[config.mk]
export PLATFORM = sky130hd
export DESIGN_NAME = supply_supervision_logic
export DESIGN_NICKNAME = d
export VERILOG_FILES = /design/src/hw/ssl_pkg.sv /design/src/hw/supply_supervision_logic.sv
export SDC_FILE = /design/constraint.sdc
export NUM_CORES = 1
export LEC_CHECK = 0
export BUFFER_PORTS_ARGS = -buffer_cell sky130_fd_sc_hd__clkbuf_2
export CAP_MARGIN = 20
export CORE_MARGIN = 1.5
export CORE_UTILIZATION = 35
export CTS_BUF_LIST = sky130_fd_sc_hd__clkbuf_4 sky130_fd_sc_hd__clkbuf_8
export CTS_CLUSTER_DIAMETER = 50
export DETAILED_ROUTE_END_ITERATION = 12
export PLACE_DENSITY = 0.52
export SLEW_MARGIN = 20
export SYNTH_ARGS = -nofsm -noshare
export SYNTH_HDL_FRONTEND = slang
export SYNTH_SLANG_ARGS = --single-unit
[constraint.sdc]
create_clock -name sys_clk -period 4 [get_ports sys_clk]
set_clock_uncertainty 0.05 [all_clocks]
set_input_delay 0.4 -clock sys_clk [delete_from_list [all_inputs] [get_ports sys_clk]]
set_output_delay 0.4 -clock sys_clk [all_outputs]
set_load 0.005 [all_outputs]
[src/hw/ssl_pkg.sv]
// Purpose: constants and types for the supply supervision logic
// Assumes: 40 MHz sys_clk, APB register access
// Notes: times kept in ns, cycle counts derived from them
package ssl_pkg;
    localparam int CLK_NS = 25;
    localparam int COOL_NS = 1_000_000_000;
    localparam int MAIN_START_NS = 4_000_000;
    localparam int MAIN_DIP_NS = 5_000;
    localparam int RESET_FILT_NS = 16_000;
    localparam int AUX_DIP_NS = 2_000;
    localparam int AUX_SHORT_NS = 4_000_000;
    // least times, rounded up to whole cycles
    localparam int COOL_CYC = (COOL_NS + CLK_NS - 1) / CLK_NS;
    localparam int MAIN_START_CYC = (MAIN_START_NS + CLK_NS - 1) / CLK_NS;
    localparam int MAIN_DIP_CYC = (MAIN_DIP_NS + CLK_NS - 1) / CLK_NS;
    localparam int RESET_FILT_CYC = (RESET_FILT_NS + CLK_NS - 1) / CLK_NS;
    localparam int AUX_DIP_CYC = (AUX_DIP_NS + CLK_NS - 1) / CLK_NS;
    localparam int AUX_SHORT_CYC = (AUX_SHORT_NS + CLK_NS - 1) / CLK_NS;
    localparam int THERM_REPEAT = 3;
    // register byte offsets
    localparam logic [11:0] CTRL_OFS = 12'h000;
    localparam logic [11:0] STATUS_OFS = 12'h004;
    localparam logic [2:0] CTRL_RST = 3'h0;
    // status bit positions
    localparam int ST_MAIN_FAIL = 0;
    localparam int ST_AUX_FAIL = 1;
    localparam int ST_AUX_SHORT = 2;
    localparam int ST_THERM = 3;
    localparam int ST_XCVR_LAT = 4;
    localparam int ST_XCVR_NOW = 5;
    localparam int ST_HOST_RST = 6;
    localparam int ST_WDOG = 7;
    // analog comparator outputs, all asynchronous to sys_clk
    typedef struct packed {
        logic mainAboveFail;
        logic mainAboveReset;
        logic auxAboveFail;
        logic xcvrSupplyLow;
        logic thermalWarn;
        logic thermalShut;
        logic loadCurrentLow;
        logic loadCurrentHigh;
    } ssl_cmp_t;
    typedef enum logic [3:0] {
        MS_START = 4'b0001,
        MS_RUN = 4'b0010,
        MS_COOL = 4'b0100,
        MS_SLEEP = 4'b1000
    } ssl_main_t;
endpackage

[src/hw/supply_supervision_logic.sv]
// Purpose: supervision of main and aux regulators and transceiver supply
// Assumes: comparator outputs asynchronous, mode inputs on sys_clk
// Notes: one clock, APB slave with zero wait states
//
// Our own choices: the register offsets and the APB register port.
`timescale 1ns/1ps
module ssl_filter #(
    parameter int CYC = 2
) (
    input wire logic sys_clk,
    input wire logic rst_b,
    input wire logic bad,
    output logic expired
);
    localparam int W = $clog2(CYC + 1);
    logic [W-1:0] cnt_ff;
    logic [W-1:0] nxt_cnt;
    assign expired = (cnt_ff == CYC[W-1:0]);
    // restart on healthy input, hold at expiry
    assign nxt_cnt = !bad ? '0 : (expired ? cnt_ff : cnt_ff + 1'b1);
    always_ff @(posedge sys_clk or negedge rst_b) begin
        if (!rst_b) cnt_ff <= '0;
        else cnt_ff <= nxt_cnt;
    end
endmodule

module supply_supervision_logic
    import ssl_pkg::*;
#(
    parameter int COOL_CYCLES = COOL_CYC,
    parameter int START_CYCLES = MAIN_START_CYC,
    parameter int SHORT_CYCLES = AUX_SHORT_CYC
) (
    input wire logic sys_clk,
    input wire logic rst_b,
    input wire logic psel,
    input wire logic penable,
    input wire logic pwrite,
    input wire logic [11:0] paddr,
    input wire logic [31:0] pwdata,
    output logic [31:0] prdata,
    output logic pready,
    output logic pslverr,
    input wire ssl_cmp_t cmpIn,
    input wire logic modeNormal,
    input wire logic modeStandby,
    input wire logic cyclicSense,
    input wire logic wakeUp,
    input wire logic watchdogServed,
    input wire logic xcvrEnableReq,
    output logic mainRegEn,
    output logic auxRegEn,
    output logic loadDriversEn,
    output logic forceSleep,
    output logic hostResetN,
    output logic watchdogEn,
    output logic xcvrEn,
    output logic [1:0] resetThreshold
);
    ssl_cmp_t cmpMeta_ff, cmp_ff;
    ssl_main_t state_ff, nxt_state;
    logic [3:0] shutCnt_ff;
    logic [2:0] ctrl_ff;
    logic [31:0] rdata_ff;
    logic mainFail_ff, auxFail_ff, auxShort_ff, therm_ff, xcvrLat_ff;
    logic hostRst_ff, blocked_ff, auxLock_ff, wdEn_ff;
    logic coolExp, startExp, mainDipExp, resetExp, auxDipExp, auxShortExp;

    // two-stage synchroniser on every comparator
    always_ff @(posedge sys_clk or negedge rst_b) begin
        if (!rst_b) begin
            cmpMeta_ff <= '0;
            cmp_ff <= '0;
        end else begin
            cmpMeta_ff <= cmpIn;
            cmp_ff <= cmpMeta_ff;
        end
    end

    // apb decode, no wait states
    wire setupRd = psel && !penable && !pwrite;
    wire access = psel && penable;
    wire hitCtrl = (paddr == CTRL_OFS);
    wire hitStatus = (paddr == STATUS_OFS);
    wire ctrlWr = access && pwrite && hitCtrl;
    wire statusClr = access && !pwrite && hitStatus;
    assign pready = 1'b1;
    assign pslverr = access && !(hitCtrl || hitStatus);
    assign prdata = rdata_ff;

    // main regulator state
    wire inStart = (state_ff == MS_START);
    wire inRun = (state_ff == MS_RUN);
    wire inCool = (state_ff == MS_COOL);
    wire inSleep = (state_ff == MS_SLEEP);
    wire shutEvent = (inStart || inRun) && cmp_ff.thermalShut;
    wire repeated = (shutCnt_ff >= THERM_REPEAT[3:0]);

    ssl_filter #(.CYC(COOL_CYCLES)) uCool (
        .sys_clk(sys_clk), .rst_b(rst_b), .bad(inCool), .expired(coolExp)
    );
    ssl_filter #(.CYC(START_CYCLES)) uStart (
        .sys_clk(sys_clk), .rst_b(rst_b),
        .bad(inStart && !cmp_ff.mainAboveFail), .expired(startExp)
    );
    ssl_filter #(.CYC(MAIN_DIP_CYC)) uMainDip (
        .sys_clk(sys_clk), .rst_b(rst_b),
        .bad(inRun && !cmp_ff.mainAboveFail), .expired(mainDipExp)
    );
    ssl_filter #(.CYC(RESET_FILT_CYC)) uReset (
        .sys_clk(sys_clk), .rst_b(rst_b),
        .bad(!cmp_ff.mainAboveReset), .expired(resetExp)
    );

    // next state of the main regulator sequence
    always_comb begin
        nxt_state = state_ff;
        case (state_ff)
            MS_START: begin
                if (cmp_ff.thermalShut) nxt_state = MS_COOL;
                else if (startExp) nxt_state = MS_SLEEP;
                else if (cmp_ff.mainAboveFail) nxt_state = MS_RUN;
            end
            MS_RUN: begin
                if (cmp_ff.thermalShut) nxt_state = MS_COOL;
            end
            MS_COOL: begin
                // too many cool-downs since the last wake means sleep until wakeUp
                if (coolExp) nxt_state = repeated ? MS_SLEEP : MS_START;
            end
            MS_SLEEP: begin
                if (wakeUp) nxt_state = MS_START;
            end
            default: nxt_state = MS_START;
        endcase
    end

    always_ff @(posedge sys_clk or negedge rst_b) begin
        if (!rst_b) state_ff <= MS_START;
        else state_ff <= nxt_state;
    end

    // count second-level shutdowns, cleared by a wake from sleep
    always_ff @(posedge sys_clk or negedge rst_b) begin
        if (!rst_b) shutCnt_ff <= '0;
        else if (inSleep && wakeUp) shutCnt_ff <= '0;
        else if (shutEvent && !repeated) shutCnt_ff <= shutCnt_ff + 1'b1;
    end

    // aux monitoring in normal and cyclic-sense modes only
    wire auxMon = modeNormal || cyclicSense;
    wire auxOn = ctrl_ff[2] && !auxLock_ff && !blocked_ff && !therm_ff;
    ssl_filter #(.CYC(AUX_DIP_CYC)) uAuxDip (
        .sys_clk(sys_clk), .rst_b(rst_b),
        .bad(auxMon && auxOn && !cmp_ff.auxAboveFail), .expired(auxDipExp)
    );
    // same counter covers slow start-up and a lasting dip
    ssl_filter #(.CYC(SHORT_CYCLES)) uAuxShort (
        .sys_clk(sys_clk), .rst_b(rst_b),
        .bad(auxMon && auxOn && !cmp_ff.auxAboveFail), .expired(auxShortExp)
    );

    // latched flags: event wins over same-cycle read-and-clear
    wire mainFailSet = (inStart && startExp) || mainDipExp;
    wire xcvrLow = cmp_ff.xcvrSupplyLow;
    wire xcvrLatSet = xcvrEnableReq && xcvrLow;
    // clear only what the last status read reported, so an event landing
    // between the setup and access edges is not lost unseen
    wire [31:0] clrMask = statusClr ? rdata_ff : 32'h0;
    always_ff @(posedge sys_clk or negedge rst_b) begin
        if (!rst_b) begin
            mainFail_ff <= 1'b0;
            auxFail_ff <= 1'b0;
            auxShort_ff <= 1'b0;
            therm_ff <= 1'b0;
            xcvrLat_ff <= 1'b0;
        end else begin
            mainFail_ff <= mainFailSet
                || (mainFail_ff && !clrMask[ST_MAIN_FAIL]);
            auxFail_ff <= auxDipExp || auxShortExp
                || (auxFail_ff && !clrMask[ST_AUX_FAIL]);
            auxShort_ff <= auxShortExp || (auxShort_ff && !clrMask[ST_AUX_SHORT]);
            therm_ff <= cmp_ff.thermalWarn || (therm_ff && !clrMask[ST_THERM]);
            xcvrLat_ff <= xcvrLatSet || (xcvrLat_ff && !clrMask[ST_XCVR_LAT]);
        end
    end

    // aux lock released only once both flags read clear; ctrl bit untouched
    always_ff @(posedge sys_clk or negedge rst_b) begin
        if (!rst_b) auxLock_ff <= 1'b0;
        else if (auxShortExp) auxLock_ff <= 1'b1;
        else if (!auxFail_ff && !auxShort_ff) auxLock_ff <= 1'b0;
    end

    // host reset and output blocking until watchdog served
    always_ff @(posedge sys_clk or negedge rst_b) begin
        if (!rst_b) begin
            hostRst_ff <= 1'b0;
            blocked_ff <= 1'b0;
        end else begin
            if (resetExp) hostRst_ff <= 1'b1;
            else if (cmp_ff.mainAboveReset) hostRst_ff <= 1'b0;
            if (resetExp) blocked_ff <= 1'b1;
            else if (!hostRst_ff && watchdogServed) blocked_ff <= 1'b0;
        end
    end

    // watchdog gating in standby by load current, hysteresis via two levels
    always_ff @(posedge sys_clk or negedge rst_b) begin
        if (!rst_b) wdEn_ff <= 1'b1;
        else if (!modeStandby) wdEn_ff <= 1'b1;
        else if (cmp_ff.loadCurrentHigh) wdEn_ff <= 1'b1;
        else if (cmp_ff.loadCurrentLow) wdEn_ff <= 1'b0;
    end

    // software control register
    always_ff @(posedge sys_clk or negedge rst_b) begin
        if (!rst_b) ctrl_ff <= CTRL_RST;
        else if (ctrlWr) ctrl_ff <= pwdata[2:0];
    end

    // live status view, read data captured in setup cycle
    logic [31:0] statusWord;
    always_comb begin
        statusWord = '0;
        statusWord[ST_MAIN_FAIL] = mainFail_ff;
        statusWord[ST_AUX_FAIL] = auxFail_ff;
        statusWord[ST_AUX_SHORT] = auxShort_ff;
        statusWord[ST_THERM] = therm_ff;
        statusWord[ST_XCVR_LAT] = xcvrLat_ff;
        statusWord[ST_XCVR_NOW] = modeNormal && xcvrLow;
        statusWord[ST_HOST_RST] = hostRst_ff;
        statusWord[ST_WDOG] = wdEn_ff;
    end
    wire [31:0] rdMux = hitCtrl ? {29'h0, ctrl_ff} : (hitStatus ? statusWord : 32'h0);
    always_ff @(posedge sys_clk or negedge rst_b) begin
        if (!rst_b) rdata_ff <= 32'h0;
        else if (setupRd) rdata_ff <= rdMux;
    end

    // outputs
    assign mainRegEn = inStart || inRun;
    assign forceSleep = inSleep;
    assign hostResetN = !hostRst_ff;
    assign loadDriversEn = !blocked_ff && !therm_ff;
    assign auxRegEn = auxOn;
    assign watchdogEn = wdEn_ff;
    assign xcvrEn = xcvrEnableReq && !xcvrLow;
    assign resetThreshold = ctrl_ff[1:0];
endmodule

==> results of run 1 <==
[cells in the mapped netlist (5+ instances only)]
library cell and number:
dfrtp_1 129, nor2_1 90, nand2_1 42, nand3_1 41, xor2_1 41, xnor2_1 28, buf_4 27, inv_1 24
nor3_1 23, a21oi_1 19, nand4_1 15, ha_1 13, nor4_1 12, o21ai_0 11, and3_1 10, clkbuf_1 10
mux2i_1 9, or3_1 8, a22o_1 5, nand2b_1 5
[worst max-delay path, delay by kind of cell, from the launching register on]
kind          cells  cell delay (ps)
flops             1              440
simple gates      3             1610
[cell type report]
type / instances / area share [%]
clock buffer: 20 / 3.62
clock inverter: 12 / 2.48
multi-input combinational: 452 / 38.6
timing repair buffer: 63 / 5.10
inverter: 24 / 1.24
sequential: 131 / 45.1
tap: 225 / 3.87
[cell usage in the layout (no fill, tap or decap), drive strengths merged, types with 4 or more instances in the layout]
cell / Yosys / routed
a22o: 5 / 5
nor3: 24 / 24
nor2: 91 / 91
buf: 27 / 4
or3: 8 / 8
and4: 4 / 4
o21ai: 12 / 12
xor2: 41 / 41
mux2i: 9 / 9
and3: 10 / 10
nand2b: 5 / 5
nor4: 19 / 19
and2: 4 / 4
nor4b: 4 / 4
nand4: 17 / 17
dfrtp: 129 / 129
xnor2: 28 / 28
conb: 2 / 25
ha: 13 / 13
inv: 24 / 26
clkbuf: 10 / 70
a21oi: 19 / 19
nand2: 42 / 42
dlygate4sd3: 0 / 9
nand3: 41 / 41
bufinv: 0 / 4
clkinvlp: 0 / 5
[layer usage]
metal	up-vias	GRT usage, %
met5	-	0
met4	0	4.39
met3	9	4.34
met2	108	24.4
met1	2269	20.1
li1	2207	-
[sequential cells by signal (all words and copies together), names as in the netlist, 4 cells and up]
register	cells
uCool.cnt_ff	26
uAuxShort.cnt_ff	18
uStart.cnt_ff	18
uReset.cnt_ff	10
cmpMeta_ff	8
prdata	8
uMainDip.cnt_ff	8
cmp_ff	7
uAuxDip.cnt_ff	7
shutCnt_ff	4
state_ff	4
[power by group through the flow]
stage                     combinational, mW  sequential (mW)  clock, mW
after floorplan                       0.235             1.43          0
after global placement                0.301             1.44          0
after detailed placement              0.310             1.45          0
after CTS                             0.319             1.42       1.28
after global routing                  0.360             1.43       1.34
final                                 0.312             1.42       1.24
[kinds of logic (layout without fill, tap and decap cells)]
kind of cell,after synthesis,in the layout,share of synthesized area (%)
multiplexers,12,12,1.96
adder cells (fa/ha/maj),13,13,2.57
AND/OR/NAND/NOR,285,285,23.9
flip-flops,131,131,51.9
XOR/XNOR,69,69,9.55
other,2,25,0.119
AO/OA/AOI/OAI,48,48,4.79
buffers and inverters,61,119,5.22
[worst max path at each step]
stage	from	slack, ps	cells past startpoint	end
floorplan	paddr[5]	2180	5	auxFail_ff$_DFF_PN0_
global placement	paddr[5]	1770	6	auxFail_ff$_DFF_PN0_
detailed placement	paddr[5]	1730	6	auxFail_ff$_DFF_PN0_
CTS	blocked_ff$_DFFE_PN0P_	1760	3	uAuxDip.cnt_ff[2]$_DFFE_PN0P_
global route	blocked_ff$_DFFE_PN0P_	1550	3	uAuxDip.cnt_ff[2]$_DFFE_PN0P_
finish	blocked_ff$_DFFE_PN0P_	1800	3	uAuxDip.cnt_ff[2]$_DFFE_PN0P_
[repair_timing]
action | CTS | global route
gates resized for setup | 0 | 0
hold buffers | 9 | 0
hold endpoints to repair | 59 | 0
[per-stage QoR]
step / cells / worst slack, ps / hold WS, ps / cell area [um^2]
2_1_floorplan: 644 / 2180 / 54.4 / 6410
3_3_place_gp: 886 / 1770 / 282 / 6730
3_5_place_dp: 886 / 1730 / 285 / 6730
4_1_cts: 927 / 1760 / 32.8 / 7270
5_1_grt: 927 / 1550 / 38.8 / 7270
6_report: 927 / 1800 / 66.6 / 7270
==> results.cfg, run 1 <==
[status]
status = completed

[logic_synthesis]
postSynth.asyncResetShare_pct = 100
netlist_area_um2 = 6330
synth_top_cell_area_share_pct = 51.0
synthDistinctLibCells = 54
syn-mean-instance-area_um2 = 10.2
synth.yosys.seq_area_share_pct = 51.9
yosys_warnings = 0
synth-edff-count = 0
synth_top_area_cell = dfrtp_1
synth.area.top_cells = dfrtp_1 (51%), xor2_1 (5.7%), nor2_1 (5.3%)
ys_seq_elements = 131
postSynth.topFlopCell = dfrtp_1
syn_inst = 621

[detailed_routing]
post-route-drc-count = 0
postRouteAntennaNets = 0
vias = 4593
wl_met3_um = 602
drt-total-wl_um = 13000
wl_per_cell_um = 14.1
routedLengthMet1_um = 6150
detail_route.vias_per_cell = 4.95
detailroute.wirelength.met2_um = 6160
detailedRoute.firstPassIterationCount = 4
top_layer = met4
count_of_routing_violations_after_the_opening_detailed_route_iteration = 214

[clock_tree]
worst_skew_pair.late_latency_ps = 440
cts_max_level = 4
cts.root.buffer_cell = clkbuf_8
clock_sinks = 131
worst_setup_hold_path_clk_slew_ps = 70
cts_max_path_buffers = 2
clock_tree_from_tritoncts = yes
post_cts_buffers = 0
cts_buffers = 17

[worst_hold_path]
hold_path.startpoint = modeStandby
whs_path_depth = 2
holdPathEnd = watchdogEn$_DFFE_PN1P_
min_path_type = input pin to flop

[cells_and_area]
drive_gt1_share_pct = 15.0
total_area_of_multi_input_combinational_cells_um2 = 2800
final-seq-area_um2 = 3280
num-nets-final = 765
final_core_util_pct = 41.6
antenna-diode-count = 0
n_fill_cell = 1682
area.growth.synth_to_final_pct = 14.9

[sta]
grt_setup_unrepaired = false
period_needed_ps = 2200
max-slew-margin-rel_pct = 30.2
min_period_over_period_pct = 55.0
max_freq_mhz = 454
timing.final.setup_violations = 0
total_neg_setup_slack_ps = 0
final_max_slew_violation_count = 0
timing_hold_violations_final = 0
worst_slew_pin_slew_ps = 1050

[die]
core_area_um2 = 17500
floorplan.die.height_um = 137
io-pin-count = 106
num_rows = 48
initial_core_util_pct = 36.2
die_width_um = 137
die_area_um2 = 18900

[worst_setup_path]
regToRegStartpoint = blocked_ff$_DFFE_PN0P_
crit_required_ps = 4280
critical_path_arrival_ps = 2480
cp_slowest_stage_delay_ps = 690
reg2regPathDepth = 3
worstPathCellList = nor4b_1 > nand2_1 > nor3_1
worst-r2r-setup-slack_ps = 1800
cp_max_fo = 24
setup.worst_path.class = flop to flop
cp_slowest_cell = nand2_1
worstSetupStartpointType = flop
end_kind = flop
r2r_end = uAuxDip.cnt_ff[2]$_DFFE_PN0P_

[global_routing]
grt_overflow_total = 0
grt_first_pass_wirelength_um = 22300
pin_count_of_the_biggest_net_entering_global_routing = 56
track_usage_pct = 15.3
first_global_vias = 4543
grt_antenna_before_repair = 0

[pwr]
worst_ir_drop_vdd_mv = 0.233
cell_pwr_density_nw_per_um2 = 409
power.share.sequential_pct = 47.9
design_power_total_mw = 2.97
comb_power_share_pct = 10.5
internal_pwr_total_mw = 2.20
p_sw_share_pct = 25.8
power.static_leakage_nw = 3.12
power.share.clock_pct = 41.6
switching_power_mw = 0.768

[placement]
gp_congestion = 0.816
port-buffer-count = 51
post_dp_hpwl_um = 9260

[job]
drv.max_cap_violation_count = 0
Note: power is estimated with default switching activity, not from simulation.
==> run 2: changes to the inputs <==
--- a/config.mk
+++ b/config.mk
@@ -12,7 +12,7 @@
 export CTS_BUF_LIST = sky130_fd_sc_hd__clkbuf_4 sky130_fd_sc_hd__clkbuf_8
 export CTS_CLUSTER_DIAMETER = 50
 export DETAILED_ROUTE_END_ITERATION = 12
-export PLACE_DENSITY = 0.52
+export PLACE_DENSITY = 0.54
 export SLEW_MARGIN = 20
 export SYNTH_ARGS = -nofsm -noshare
 export SYNTH_HDL_FRONTEND = slang
==> constraint.sdc (replaced) <==
create_clock -name sys_clk -period 1.87 [get_ports sys_clk]
set_clock_uncertainty 0.05 [all_clocks]
set_input_delay 0.187 -clock sys_clk [delete_from_list [all_inputs] [get_ports sys_clk]]
set_output_delay 0.187 -clock sys_clk [all_outputs]
set_load 0.005 [all_outputs]
==> run 2 against run 1 <==
Net effect:
- register-to-register slack worse by 1800 ps
- sequential share of layout area down 2.4 points
- die area stayed put
==> results.cfg, run 2 (same netlist as run 1, synthesis figures left out) <==
[cells_and_area]
largest_register_ff_count = 26
antenna-diode-count = 0
layout_common_cells = dfrtp_1 (128), nor2_1 (89), clkbuf_2 (49)
layout_commonest_cell = dfrtp_1
final_core_util_pct = 43.9
area.growth.synth_to_final_pct = 21.3
regMostFlops = uCool.cnt_ff
largestRegisters = uCool.cnt_ff x26, uAuxShort.cnt_ff x18, uStart.cnt_ff x18
num-nets-final = 806
drive_gt1_share_pct = 20.2

[clock_tree]
clock_tree_from_tritoncts = yes
worst_setup_hold_path_clk_slew_ps = 80
clock_sinks = 131
cts_buffers = 17
cts_max_path_buffers = 2
cts_max_level = 4
cts.root.buffer_cell = clkbuf_8
worst_skew_pair.late_latency_ps = 440

[worst_setup_path]
regToRegStartpoint = uAuxShort.cnt_ff[7]$_DFFE_PN0P_
worst-r2r-setup-slack_ps = 40
critical_path_arrival_ps = 1590
end_kind = output pin
setup.worst_path.class = flop to output pin
reg2regPathDepth = 5
worstSetupStartpointType = flop
worstSetupStartpoint = state_ff[0]$_DFFE_PN1P_
worstSetupEndpoint = mainRegEn
r2r_end = auxFail_ff$_DFF_PN0_
crit_required_ps = 1630
cp_max_fo = 7

[die]
floorplan.die.height_um = 137
num_rows = 48
initial_core_util_pct = 36.2
die_width_um = 137
io-pin-count = 106
die_area_um2 = 18900
core_area_um2 = 17500

[worst_hold_path]
min_path_type = input pin to flop

[detailed_routing]
postRouteAntennaNets = 0
post-route-drc-count = 0
count_of_routing_violations_after_the_opening_detailed_route_iteration = 228
detailedRoute.firstPassIterationCount = 4
vias = 4689
detail_route.vias_per_cell = 4.84
drt-total-wl_um = 13400
wl_per_cell_um = 13.8

[sta]
max_freq_mhz = 547
timing_hold_violations_final = 0
total_neg_setup_slack_ps = 0
timing.final.setup_violations = 0
min_period_over_period_pct = 97.8
period_needed_ps = 1830
final_max_slew_violation_count = 0
grt_setup_unrepaired = true

[global_routing]
pin_count_of_the_biggest_net_entering_global_routing = 81
grt_antenna_before_repair = 0
grt_overflow_total = 0
track_usage_pct = 15.4
first_global_vias = 4663
grt_first_pass_wirelength_um = 22800

[status]
status = completed

[pwr]
cell_pwr_density_nw_per_um2 = 833
power.static_leakage_nw = 3.34
worst_ir_drop_vdd_mv = 0.529

[placement]
gp_congestion = 0.846
post_dp_hpwl_um = 9520
port-buffer-count = 51

[job]
drv.max_cap_violation_count = 0
[run 2: critical path: stages (launching register included)]
cell,delay [ps]
dfstp_2,610
nor2b_1,90
o21a_1,220
buf_6,130
buf_6,100
[run 2: report_power, final]
group	switching, mW	internal, mW
combinational	0.445	0.349
clock	1.14	1.41
sequential	0.114	2.94
total	1.70	4.70
[run 2: layout make-up]
type	instances	area, um^2
Inverter	24	90.1
Clock buffer	20	269
Fill cell	1655	9810
Multi-Input combinational cell	452	2860
Sequential cell	131	3280
Timing Repair Buffer	104	734
Clock inverter	12	158
Tap cell	225	282
[run 2: worst min-delay path by stage]
stage | from | endpoint | slack (ps) | depth (start not counted)
after detailed placement | rst_b | uAuxShort.cnt_ff[12]$_DFFE_PN0P_ | 180 | 2
after global routing | watchdogServed | blocked_ff$_DFFE_PN0P_ | 50 | 4
final | watchdogServed | blocked_ff$_DFFE_PN0P_ | 60 | 4
after floorplan | rst_b | auxFail_ff$_DFF_PN0_ | -160 | 0
after CTS | watchdogServed | blocked_ff$_DFFE_PN0P_ | 20 | 4
after global placement | rst_b | cmp_ff[5]$_DFF_PN0_ | 180 | 2
[run 2: per-stage QoR]
step           setup WS (ps)  cell area, um^2  power (mW)  hold WS, ps  cells
3_3_place_gp            26.8             7000        3.79          178    918
3_5_place_dp            25.2             7000        3.83          176    918
2_1_floorplan            122             6410        3.56         -159    644
4_1_cts                -2.43             7600        6.47         16.7    966
5_1_grt                -72.3             7670        6.75         48.7    968
6_report                41.5             7670        6.39         64.4    968
[run 2: routing by layer]
metal	vias to the layer above	share of wire (%)	track usage (%)
li1	2293	-	-
met1	2304	48	20.9
met2	83	47	24.4
met3	9	4.4	4.08
met4	0	0.80	4.09
met5	-	0	0
[run 2: what timing repair did]
| item | in CTS | in global routing |
|---|---|---|
| hold buffers | 16 | 0 |
| buffers inserted | 0 | 2 |
| pin swaps | 1 | 8 |
| endpoints found under the hold margin | 146 | 0 |
| resized for setup | 5 | 11 |
| setup endpoints to repair | 2 | 17 |
==> run 3: changes to the inputs <==
--- a/config.mk
+++ b/config.mk
@@ -12,7 +12,7 @@
 export CTS_BUF_LIST = sky130_fd_sc_hd__clkbuf_4 sky130_fd_sc_hd__clkbuf_8
 export CTS_CLUSTER_DIAMETER = 50
 export DETAILED_ROUTE_END_ITERATION = 12
-export PLACE_DENSITY = 0.54
+export PLACE_DENSITY = 0.52
 export SLEW_MARGIN = 20
 export SYNTH_ARGS = -nofsm -noshare
 export SYNTH_HDL_FRONTEND = slang
==> constraint.sdc (replaced) <==
create_clock -name sys_clk -period 2.4 [get_ports sys_clk]
set_clock_uncertainty 0.05 [all_clocks]
set_input_delay 0.24 -clock sys_clk [delete_from_list [all_inputs] [get_ports sys_clk]]
set_output_delay 0.24 -clock sys_clk [all_outputs]
set_load 0.005 [all_outputs]
==> run 3 against run 2 <==
Net effect:
- combinational power down 31%
- total power down 19%
- via count fell by 2.6%
- design area is 3.1% lower
- flip-flop and latch count unchanged
- critical path depth fell by 1
- utilization decreased by 1.4 points
- sequential share of layout area rose by 1.3 points
- wire length down 2.7%
- clock-buffer cell count decreased by 1
- worst hold slack worse by 22 ps
- die area unchanged
- largest power group unchanged
- highest routed layer unchanged
==> results.cfg, run 3 (same netlist as run 1, synthesis figures left out) <==
[status]
status = completed

[global_routing]
grt_antenna_before_repair = 0
pin_count_of_the_biggest_net_entering_global_routing = 50
grt_overflow_total = 0
grt_first_pass_wirelength_um = 22600
first_global_vias = 4552
track_usage_pct = 15.4

[detailed_routing]
detail_route.vias_per_cell = 4.85
wl_per_cell_um = 13.8
vias = 4567
count_of_routing_violations_after_the_opening_detailed_route_iteration = 198
wl_met3_um = 509
top_layer = met4
drt-total-wl_um = 13000
routedLengthMet1_um = 6390
post-route-drc-count = 0
detailroute.wirelength.met2_um = 5970
postRouteAntennaNets = 0
detailedRoute.firstPassIterationCount = 4

[cells_and_area]
largestRegisters = uCool.cnt_ff x26, uAuxShort.cnt_ff x18, uStart.cnt_ff x18
layout_common_cells = dfrtp_1 (129), nor2_1 (90), clkbuf_2 (50)
final-instance-count-excl-fill = 941
final-seq-area_um2 = 3280
stdcell_area_um2 = 7430
regMostFlops = uCool.cnt_ff
drive_gt1_share_pct = 15.6
area.growth.synth_to_final_pct = 17.5
final_core_util_pct = 42.5
n_fill_cell = 1706
total_area_of_multi_input_combinational_cells_um2 = 2800
layout_commonest_cell = dfrtp_1
antenna-diode-count = 0
largest_register_ff_count = 26
num-nets-final = 779

[placement]
placed_cells = 893
post_dp_hpwl_um = 9210
cell_area_placed_um2 = 6800
port-buffer-count = 51
gp_congestion = 0.783

[worst_setup_path]
reg2regPathDepth = 6
cp_max_fo = 8
critical_path_arrival_ps = 1750
worstSetupEndpoint = forceSleep
worstSetupStartpointType = flop
worst-r2r-setup-slack_ps = 390
regToRegStartpoint = uAuxShort.cnt_ff[0]$_DFFE_PN0P_
setup.worst_path.class = flop to output pin
end_kind = output pin
worstSetupStartpoint = state_ff[1]$_DFFE_PN0P_
crit_required_ps = 2110
r2r_end = uAuxShort.cnt_ff[16]$_DFFE_PN0P_

[sta]
grt_setup_unrepaired = false
max_freq_mhz = 491
worst_slew_pin_slew_ps = 560
final_max_slew_violation_count = 0
timing_hold_violations_final = 0
min_period_over_period_pct = 84.8
period_needed_ps = 2040
timing.final.setup_violations = 0
holdWs_ps = 42.8
total_neg_setup_slack_ps = 0
max-slew-margin-rel_pct = 62.3

[clock_tree]
worst_skew_pair.late_latency_ps = 450
cts.root.buffer_cell = clkbuf_8
cts_buffers = 17
worst_setup_hold_path_clk_slew_ps = 80
clock_tree_from_tritoncts = yes
cts_max_path_buffers = 2
cts_max_level = 4
post_cts_buffers = 0
clock_sinks = 131

[die]
floorplan.die.height_um = 137
num_rows = 48
io-pin-count = 106
die_width_um = 137
initial_core_util_pct = 36.2
die_area_um2 = 18900
core_area_um2 = 17500

[pwr]
power.static_leakage_nw = 3.21
worst_ir_drop_vdd_mv = 0.398
cell_pwr_density_nw_per_um2 = 692

[worst_hold_path]
min_path_type = input pin to flop
whs_path_depth = 2

[job]
drv.max_cap_violation_count = 0
run 3: cell types whose count changed in the layout (fill, tap and decap cells not counted), moves of 2 or more:
| cell | previous run | this run |
|---|---|---|
| nor3_1 | 19 | 23 |
| clkinv_4 | 4 | 1 |
| nor4_1 | 10 | 12 |
| bufinv_16 | 3 | 5 |
| inv_6 | 0 | 4 |
| nor4_2 | 5 | 3 |
| nor3_2 | 5 | 1 |
| clkinv_2 | 2 | 0 |
| buf_6 | 3 | 0 |
| buf_4 | 34 | 10 |
run 3: metrics by stage:
| stage | power (mW) | setup WS [ps] |
|---|---|---|
| floorplan | 2.77 | 652 |
| global placement | 2.93 | 338 |
| detailed placement | 2.96 | 299 |
| CTS | 5.24 | 331 |
| global route | 5.42 | 213 |
| finish | 5.15 | 365 |
run 3: power breakdown:
part / internal, mW / leakage [nW] / switching [mW]
registers: 2.29 / 1.76 / 0.0834
clock network: 1.30 / 0.233 / 0.926
logic: 0.222 / 1.22 / 0.328
total: 3.81 / 3.21 / 1.34
run 3: layer usage:
layer / vias to the layer above / GRT usage, %
met2: 83 / 23.6
met1: 2227 / 21.0
met4: 0 / 5.38
met5: - / 0
met3: 12 / 4.12
li1: 2245 / -
run 3: worst max-delay path: stages (launching register included):
cell	delay [ps]
dfrtp_1	460
nand2b_1	190
nor3_1	440
clkbuf_2	210
run 3: final cells by class:
class	instances	share of cell area, %
Clock inverter	13	2.96
Sequential cell	131	44.1
Inverter	24	1.21
Clock buffer	19	3.43
Tap cell	225	3.79
Timing Repair Buffer	77	6.80
Multi-Input combinational cell	452	37.7
run 3: worst min-delay path by stage:
stage | from | to | slack, ps
3_5_place_dp | rst_b | uAuxShort.cnt_ff[14]$_DFFE_PN0P_ | 180
4_1_cts | modeNormal | prdata[5]$_DFFE_PN0P_ | 10
3_3_place_gp | rst_b | uAuxShort.cnt_ff[14]$_DFFE_PN0P_ | 170
5_1_grt | modeNormal | prdata[5]$_DFFE_PN0P_ | 20
6_report | modeNormal | prdata[5]$_DFFE_PN0P_ | 40
2_1_floorplan | rst_b | auxFail_ff$_DFF_PN0_ | -110
run 3: repair_timing:
item	in CTS	in global routing
resized for setup	0	0
hold buffers	16	0
hold endpoints to repair	46	0
